### config.mk
export PLATFORM = sky130hd
export DESIGN_NAME = high_port_gpio
export DESIGN_NICKNAME = d
export VERILOG_FILES = /design/src/core/high_port_pkg.sv /design/src/core/pin_cell.sv /design/src/core/high_port_gpio.sv
export SDC_FILE = /design/constraint.sdc
export NUM_CORES = 1
export LEC_CHECK = 0
export BUFFER_PORTS_ARGS = -buffer_cell sky130_fd_sc_hd__buf_2
export CAP_MARGIN = 10
export CELL_PAD_IN_SITES_DETAIL_PLACEMENT = 1
export CELL_PAD_IN_SITES_GLOBAL_PLACEMENT = 1
export CORE_MARGIN = 2
export CORE_UTILIZATION = 37
export CTS_CLUSTER_SIZE = 24
export DETAILED_ROUTE_END_ITERATION = 16
export PLACE_DENSITY_LB_ADDON = 0.1
export SLEW_MARGIN = 20
export SYNTH_ARGS = -nofsm -noshare
export SYNTH_HDL_FRONTEND = slang
export SYNTH_SLANG_ARGS = --single-unit
### constraint.sdc
create_clock -name clk -period 8.9 [get_ports clk]
set_input_delay 1.78 -clock clk [delete_from_list [all_inputs] [get_ports clk]]
set_output_delay 1.78 -clock clk [all_outputs]
set_load 0.005 [all_outputs]
### src/core/high_port_pkg.sv
// Purpose: shared constants and types for the upper-port gpio block
// Assumes: 8-bit special-register bus, page select held outside
// Notes:   addresses on the special-register page are parameters here
package high_port_pkg;
  localparam int unsigned NUM_PORTS = 5; // index 0 = port 3, 1..4 = ports 4..7
  localparam logic [7:0] HIGH_PAGE = 8'h0f;
  localparam logic [7:0] LATCH_RESET = 8'hff;
  localparam logic [7:0] MODE_RESET = 8'h00;
  localparam logic [7:0] CFG2_RESET = 8'h00;
  localparam int unsigned PULLUP_DIS_BIT = 7;
  localparam logic [7:0] PORT4_PIN_MASK = 8'he0;
  // register addresses
  localparam logic [7:0] ADDR_PORT3_LATCH = 8'hb0;
  localparam logic [7:0] ADDR_PORT3_MODE = 8'ha7;
  localparam logic [7:0] ADDR_PORT4_LATCH = 8'hc8;
  localparam logic [7:0] ADDR_PORT4_MODE = 8'h9c;
  localparam logic [7:0] ADDR_P5_LATCH = 8'hd8;
  localparam logic [7:0] ADDR_P5_MODE = 8'h9d;
  localparam logic [7:0] ADDR_P6_LATCH = 8'he8;
  localparam logic [7:0] ADDR_P6_MODE = 8'h9e;
  localparam logic [7:0] ADDR_P7_LATCH = 8'hf8;
  localparam logic [7:0] ADDR_P7_MODE = 8'h9f;
  localparam logic [7:0] ADDR_CFG2 = 8'he3;

  typedef struct packed {
    logic       wr;
    logic       rd;
    logic       rmw;
    logic [7:0] addr;
    logic [7:0] page;
    logic [7:0] wdata;
  } sfr_req_t;

  typedef struct packed {
    logic       active;
    logic       is_read;
    logic [7:0] en;   // pins taken over by the memory interface
    logic [7:0] val;  // level driven on those pins
    logic [7:0] bus;  // data bus pins released during reads
  } emif_port_t;
endpackage

### src/core/pin_cell.sv
// Purpose: one port pin's output, enable and pull-up logic
// Assumes: mode 1 = push-pull, 0 = open-drain
// Notes:   purely combinational
`timescale 1ns/1ps
module pin_cell
(
  input  wire logic latch_bit,
  input  wire logic mode_bit,
  input  wire logic ext_en,
  input  wire logic ext_val,
  input  wire logic bus_release,
  input  wire logic pu_global_off,
  output logic      pin_out,
  output logic      pin_oe,
  output logic      pullup_en
);
  logic level;
  always_comb
  begin
    level = ext_en ? ext_val : latch_bit;
    pin_out = level;
    if (bus_release)
    begin
      pin_oe = 1'b0;
    end
    else
    begin
      pin_oe = mode_bit | ~level;
    end
    pullup_en = ~pu_global_off & ~(pin_oe & ~level);
  end
endmodule

### src/core/high_port_gpio.sv
// Purpose: gpio logic for port 3 and ports 4 through 7
// Assumes: registered pin levels, one-cycle read data latency
// Notes:   port index 0 is port 3, indices 1..4 are ports 4..7
// Function
// ports 4..7 registers answer only when page select equals the high page.
// port 4 has only pins 7..5; bits 4..0 drive no pin.
// a normal data read returns the pin levels.
// a read-modify-write read returns the latch contents.
// push-pull drives the latch level actively both ways.
// open-drain drives low for 0 and releases for 1.
// a mode bit of 1 selects push-pull, 0 open-drain.
// all mode bits clear on reset.
// software makes an input by open-drain and latch 1.
// weak pull-ups on unless the global disable bit is 1.
// pull-up off on any pin driven low.
// the memory interface overrides latch levels during its access.
// memory access keeps modes, but reads release the data bus.
// data registers and input paths exist even without pins; a normal read of unpinned port 4 bits returns the latch, not the input path.
// software should keep unbonded inputs from floating.
// data registers of ports 4..7 are whole-byte accessible.
// data latches reset to all ones.
`timescale 1ns/1ps
module high_port_gpio
(
  input  wire logic                         clk,
  input  wire logic                         rst,
  input  wire high_port_pkg::sfr_req_t      sfr_req,
  output logic [7:0]                        sfr_rdata,
  output logic                              sfr_hit,
  input  wire high_port_pkg::emif_port_t [4:0] emif,
  input  wire logic [4:0][7:0]              pin_in,
  output logic [4:0][7:0]                   pin_out,
  output logic [4:0][7:0]                   pin_oe,
  output logic [4:0][7:0]                   pullup_en
);
  typedef struct packed {
    logic [4:0][7:0] latch;
    logic [4:0][7:0] mode;
    logic [7:0]      cfg2;
    logic [4:0][7:0] sync1;
    logic [4:0][7:0] sync2;
    logic [7:0]      rdata;
    logic            hit;
    logic [4:0][7:0] out;
    logic [4:0][7:0] oe;
    logic [4:0][7:0] pu;
  } state_t;

  state_t state_reg;
  state_t state_next;
  logic [4:0][7:0] c_out;
  logic [4:0][7:0] c_oe;
  logic [4:0][7:0] c_pu;
  logic [4:0][7:0] latch_addr;
  logic [4:0][7:0] mode_addr;
  logic [4:0][7:0] pin_mask;

  assign latch_addr = {high_port_pkg::ADDR_P7_LATCH, high_port_pkg::ADDR_P6_LATCH,
                       high_port_pkg::ADDR_P5_LATCH, high_port_pkg::ADDR_PORT4_LATCH,
                       high_port_pkg::ADDR_PORT3_LATCH};
  assign mode_addr = {high_port_pkg::ADDR_P7_MODE, high_port_pkg::ADDR_P6_MODE,
                      high_port_pkg::ADDR_P5_MODE, high_port_pkg::ADDR_PORT4_MODE,
                      high_port_pkg::ADDR_PORT3_MODE};
  assign pin_mask = {8'hff, 8'hff, 8'hff, high_port_pkg::PORT4_PIN_MASK, 8'hff};

  genvar p;
  genvar b;
  generate
    for (p = 0; p < 5; p++)
    begin : g_port
      for (b = 0; b < 8; b++)
      begin : g_bit
        pin_cell u_cell
        (
          .latch_bit     (state_reg.latch[p][b]),
          .mode_bit      (state_reg.mode[p][b]),
          .ext_en        (emif[p].active & emif[p].en[b]),
          .ext_val       (emif[p].val[b]),
          .bus_release   (emif[p].active & emif[p].is_read & emif[p].bus[b]),
          .pu_global_off (state_reg.cfg2[high_port_pkg::PULLUP_DIS_BIT]),
          .pin_out       (c_out[p][b]),
          .pin_oe        (c_oe[p][b]),
          .pullup_en     (c_pu[p][b])
        );
      end
    end
  endgenerate

  always_comb
  begin
    logic page_ok;
    page_ok = 1'b0;
    state_next = state_reg;
    state_next.sync1 = pin_in;
    state_next.sync2 = state_reg.sync1;
    state_next.hit = 1'b0;
    state_next.rdata = 8'h00;
    for (int i = 0; i < 5; i++)
    begin
      page_ok = (i == 0) || (sfr_req.page == high_port_pkg::HIGH_PAGE);
      if (page_ok && sfr_req.addr == latch_addr[i])
      begin
        if (sfr_req.wr)
        begin
          state_next.latch[i] = sfr_req.wdata;
        end
        if (sfr_req.rd)
        begin
          state_next.hit = 1'b1;
          if (sfr_req.rmw)
          begin
            state_next.rdata = state_reg.latch[i];
          end
          else
          begin
            // unpinned port 4 bits read back the latch
            state_next.rdata = (state_reg.sync2[i] & pin_mask[i]) |
                               (state_reg.latch[i] & ~pin_mask[i]);
          end
        end
      end
      if (page_ok && sfr_req.addr == mode_addr[i])
      begin
        if (sfr_req.wr)
        begin
          state_next.mode[i] = sfr_req.wdata;
        end
        if (sfr_req.rd)
        begin
          state_next.hit = 1'b1;
          state_next.rdata = state_reg.mode[i];
        end
      end
    end
    if (sfr_req.addr == high_port_pkg::ADDR_CFG2)
    begin
      if (sfr_req.wr)
      begin
        state_next.cfg2 = sfr_req.wdata;
      end
      if (sfr_req.rd)
      begin
        state_next.hit = 1'b1;
        state_next.rdata = state_reg.cfg2;
      end
    end
    for (int i = 0; i < 5; i++)
    begin
      state_next.out[i] = c_out[i] & pin_mask[i];
      state_next.oe[i] = c_oe[i] & pin_mask[i];
      state_next.pu[i] = c_pu[i] & pin_mask[i];
    end
  end

  always_ff @(posedge clk or posedge rst)
  begin
    if (rst)
    begin
      state_reg.latch <= {5{high_port_pkg::LATCH_RESET}};
      state_reg.mode <= {5{high_port_pkg::MODE_RESET}};
      state_reg.cfg2 <= high_port_pkg::CFG2_RESET;
      state_reg.sync1 <= '0;
      state_reg.sync2 <= '0;
      state_reg.rdata <= 8'h00;
      state_reg.hit <= 1'b0;
      state_reg.out <= '0;
      state_reg.oe <= '0;
      state_reg.pu <= '0;
    end
    else
    begin
      state_reg <= state_next;
    end
  end

  assign sfr_rdata = state_reg.rdata;
  assign sfr_hit = state_reg.hit;
  assign pin_out = state_reg.out;
  assign pin_oe = state_reg.oe;
  assign pullup_en = state_reg.pu;

  mode_reset_a : assert property (@(posedge clk) $fell(rst) |-> state_reg.mode == '0)
    else $error("mode bits not clear after reset");
  latch_reset_a : assert property (@(posedge clk) $fell(rst) |-> state_reg.latch == '1)
    else $error("latches not all ones after reset");
  port4_low_a : assert property (@(posedge clk) disable iff (rst)
    (state_reg.oe[1][4:0] == 5'h00) && (state_reg.pu[1][4:0] == 5'h00))
    else $error("port 4 low bits drive a pin");
  page_gate_a : assert property (@(posedge clk) disable iff (rst)
    sfr_req.wr && sfr_req.page != high_port_pkg::HIGH_PAGE
    && sfr_req.addr == high_port_pkg::ADDR_P5_LATCH
    && high_port_pkg::ADDR_P5_LATCH != high_port_pkg::ADDR_PORT3_LATCH
    && high_port_pkg::ADDR_P5_LATCH != high_port_pkg::ADDR_CFG2
    |=> $stable(state_reg.latch[2]))
    else $error("port 5 written off its page");
  rmw_read_a : assert property (@(posedge clk) disable iff (rst)
    sfr_req.rd && sfr_req.rmw && sfr_req.page == high_port_pkg::HIGH_PAGE
    && sfr_req.addr == high_port_pkg::ADDR_P6_LATCH && !sfr_req.wr
    |=> sfr_rdata == $past(state_reg.latch[3]))
    else $error("rmw read not from latch");
  pin_read_a : assert property (@(posedge clk) disable iff (rst)
    sfr_req.rd && !sfr_req.rmw && sfr_req.page == high_port_pkg::HIGH_PAGE
    && sfr_req.addr == high_port_pkg::ADDR_P7_LATCH
    |=> sfr_rdata == $past(state_reg.sync2[4]))
    else $error("normal read not from pins");
  drive_low_a : assert property (@(posedge clk) disable iff (rst)
    !emif[2].active && (state_reg.latch[2][0] == 1'b0)
    |=> state_reg.oe[2][0] && !state_reg.out[2][0] && !state_reg.pu[2][0])
    else $error("latch 0 not driven low");
  open_drain_a : assert property (@(posedge clk) disable iff (rst)
    !emif[2].active && state_reg.latch[2][1] && !state_reg.mode[2][1]
    |=> !state_reg.oe[2][1])
    else $error("open-drain high not released");
  push_pull_a : assert property (@(posedge clk) disable iff (rst)
    !emif[2].active && state_reg.latch[2][1] && state_reg.mode[2][1]
    |=> state_reg.oe[2][1] && state_reg.out[2][1])
    else $error("push-pull high not driven");
  pullup_off_a : assert property (@(posedge clk) disable iff (rst)
    state_reg.cfg2[high_port_pkg::PULLUP_DIS_BIT] |=> state_reg.pu[0] == 8'h00)
    else $error("pull-up on while disabled");
  emif_read_a : assert property (@(posedge clk) disable iff (rst)
    emif[4].active && emif[4].is_read && emif[4].bus[0] |=> !state_reg.oe[4][0])
    else $error("data bus driven during read");
endmodule

==> flow_summary.yaml <==
outcome:
  run_status: "finished clean"
route:
  drcViolationCount: 0
  via_per_inst: 4.91
  firstDrtPassIters: 4
  first_iter_violations: 294
  ant_nets: 0
  wl_per_cell_um: 20.8
  num_vias: 7651
  drt_wl_total_um: 32500
logic_synthesis:
  synth_compound_area_share_pct: 8.56
  synth_edf_count: 0
  yosys_warnings: 0
  muxShareOfSynthArea_pct: 15.1
  synthXorXnorAreaFrac_pct: 0
  syn_area_um2: 11700
  synth.top_cells.by_area: "dfrtp_1 50%, mux2_2 10%, dfstp_2 9.0%, buf_4 8.2%, mux2i_1 4.9%"
  synth_seq_cells: 272
  async_flop_share_pct: 100
  ys.flop_type: "dfrtp_1"
  synth_largest_area_cell: "dfrtp_1"
  syn_inst: 951
  yosysTopAreaCellShare_pct: 49.5
  synth_top_family_by_area: "multiplexers"
  syn_avg_cell_area_um2: 12.3
  synthAdderAreaFrac_pct: 0
  synthSimpleGateAreaFrac_pct: 7.16
  synth_cell_type_count: 50
  ys_seq_area_share_pct: 58.5
global_routing:
  antenna_found_initial: 4
  grt_pass1_vias: 8143
  grt_max_degree: 137
  grt_remaining_overflow: 0
  track_usage_pct: 19.6
  grt_pass1_wl_um: 49300
worst_setup_path:
  crit_buf_inv: 1
  critPathKind: "primary input to flip-flop"
  cp_top_family: "simple AND/OR/NAND/NOR gates"
  cp_slowest_cell: "nor2_1"
  crit_arrival_ns: 4.42
  critPathLaunchType: "primary input"
  cp.required_ns: 9.35
  crit_path_end_kind: "flip-flop"
  crit_path_max_fanout: 20
  path_cells: "buf_2, nand3b_1, nor2_1, nand3_1, o21ai_0, a221oi_1, a22oi_1"
  max_stage_delay_ns: 0.81
floorplanning:
  initial_utilization_pct: 37.3
  coreArea_um2: 31400
  die_x_um: 182
  dieArea_um2: 33100
  die_y_um: 182
  ios: 328
  rows: 65
timing:
  fin_ws_ns: 4.93
  worstMarginPinSlew_ns: 1.02
  slew_violations: 0
  setup_tns_ns: 0
  post-route-period-util_pct: 44.6
  rsz0062_at_grt: "false"
  skew_ns: 0.0116
  fin_hold_ws_ns: 0.344
  max_freq_mhz: 252
  slew_headroom_pct: 32.0
  finalCriticalPeriod_ns: 3.97
  setup_viol_count_final: 0
  final_hold_viol_count: 0
layout:
  nets: 1328
  drive_above_1_share_pct: 44.0
  seqCellArea_um2: 6860
  largest_reg_flops: 123
  num-fill-cells: 3445
  area_growth_pct: 16.5
  multi_input_area_um2: 3670
clock_tree:
  clockRootBuffer: "clkbuf_16"
  clock_path_buffers: 3
  htree_levels: 1
  clkTransAtPathRegs_ns: 0.06
  clock_latency_ns: 0.55
  cts_sinks: 272
  cts_setup_buffers: 0
  cts_hold_buf: 0
  ctsResizeCount: 0
  cts_tree: "yes"
  cts_buffers: 30
pwr:
  power.leakage_nw: 6.88
  power_density_nw_per_um2: 197
  power_frac_comb_pct: 7.4
  switchingPower_uw: 625
  vdd_drop_max_v: 0.000125
  pwr-share-clk_pct: 43.9
  swShare_pct: 23.3
  intPower_mw: 2.06
  seq_power_share_pct: 48.6
placement:
  dp_hpwl_um: 23300
  place_ws_ns: 4.18
  gp_congestion: 0.841
  io_buffers: 292
run:
  drv_cap: 0
min_path:
  hold_class: "flip-flop to flip-flop"
## per-layer routing
| metal | global-route usage [%] | vias up | wire length [um] |
|---|---|---|---|
| met5 | 0 | - | 26 |
| met4 | 5.16 | 4 | 767 |
| met3 | 4.05 | 50 | 1840 |
| met2 | 33.3 | 230 | 16000 |
| met1 | 25.6 | 3870 | 13900 |
| li1 | - | 3497 | - |
## cells in the mapped netlist (14+ instances only)
master    number
mux2i_1       57
nand2_1       85
nor2_1        14
clkbuf_1      22
mux2_2       106
buf_4        128
a21oi_1       42
o21ai_0       20
o21a_1        35
dfstp_2       40
inv_1         38
nand3_1       17
dfrtp_1      232
## power by group through the flow
stage / clock (mW) / combinational (mW) / sequential [mW]
after detailed placement: 0 / 0.204 / 1.33
final: 1.18 / 0.200 / 1.31
after global routing: 1.27 / 0.224 / 1.31
after global placement: 0 / 0.202 / 1.33
after CTS: 1.22 / 0.205 / 1.31
after floorplan: 0 / 0.146 / 1.32
## layout by cell type, fill, tap and decap left out, types with 6 or more instances in the layout
cell type / synthesis / routed
mux2_2: 106 / 106
a21oi_1: 42 / 42
clkinv_2: 0 / 6
inv_1: 38 / 37
nand2_1: 85 / 85
clkbuf_1: 22 / 11
buf_2: 7 / 292
a32oi_1: 8 / 8
nor2_1: 14 / 14
o21ai_0: 20 / 20
conb_1: 1 / 15
nor2_2: 7 / 7
clkbuf_8: 0 / 6
clkbuf_16: 0 / 31
nand3_1: 17 / 17
a221oi_1: 8 / 8
dfrtp_1: 232 / 231
dfstp_2: 40 / 40
o32ai_1: 7 / 7
mux2i_1: 57 / 57
o21a_1: 35 / 35
## through the flow
stage / power (mW) / cell area, um^2 / util [%] / std cells
detailed placement: 1.53 / 12700 / 40.4 / 1499
CTS: 2.73 / 13600 / 43.4 / 1555
floorplan: 1.47 / 11800 / - / 965
global route: 2.81 / 13600 / 43.5 / 1557
finish: 2.69 / 13600 / 43.5 / 1559
global placement: 1.53 / 12700 / 40.4 / 1499
## cells by family (layout without fill, tap and decap cells)
kind of cell    Yosys count  in the layout
other cells               1             19
mux                     163            163
compound gates          149            149
flops                   272            272
buf+inv                 203            391
simple gates            163            163
## final timing paths
kind / from / end / cells past startpoint / slack, ns
max: sfr_req[16] / sfr_rdata[7]$_DFF_PP0_ / 7 / 4.93
min: state_next[152]$_DFF_PP0_ / state_reg[152]$_DFF_PP0_ / 0 / 0.34
min in group asynchronous: rst / state_next[134]$_DFF_PP0_ / 2 / 1.32
max in group asynchronous: rst / pin_out[27]$_DFF_PP0_ / 4 / 5.73
max reg2reg: state_reg[264]$_DFFE_PP1P_ / sfr_rdata[7]$_DFF_PP0_ / 5 / 6.99
min reg2reg: state_next[152]$_DFF_PP0_ / state_reg[152]$_DFF_PP0_ / 0 / 0.34
## cell type report
type                       count  share of cell area [%]
sequential                   272                    50.2
multi-input combinational    490                    26.9
antenna                        4                  0.0733
timing repair buffer         297                    11.1
clock buffer                  48                    6.59
clock inverter                 8                   0.348
inverter                      38                    1.07
tap                          402                    3.69
No activity file was read; power rests on OpenSTA's default activity.
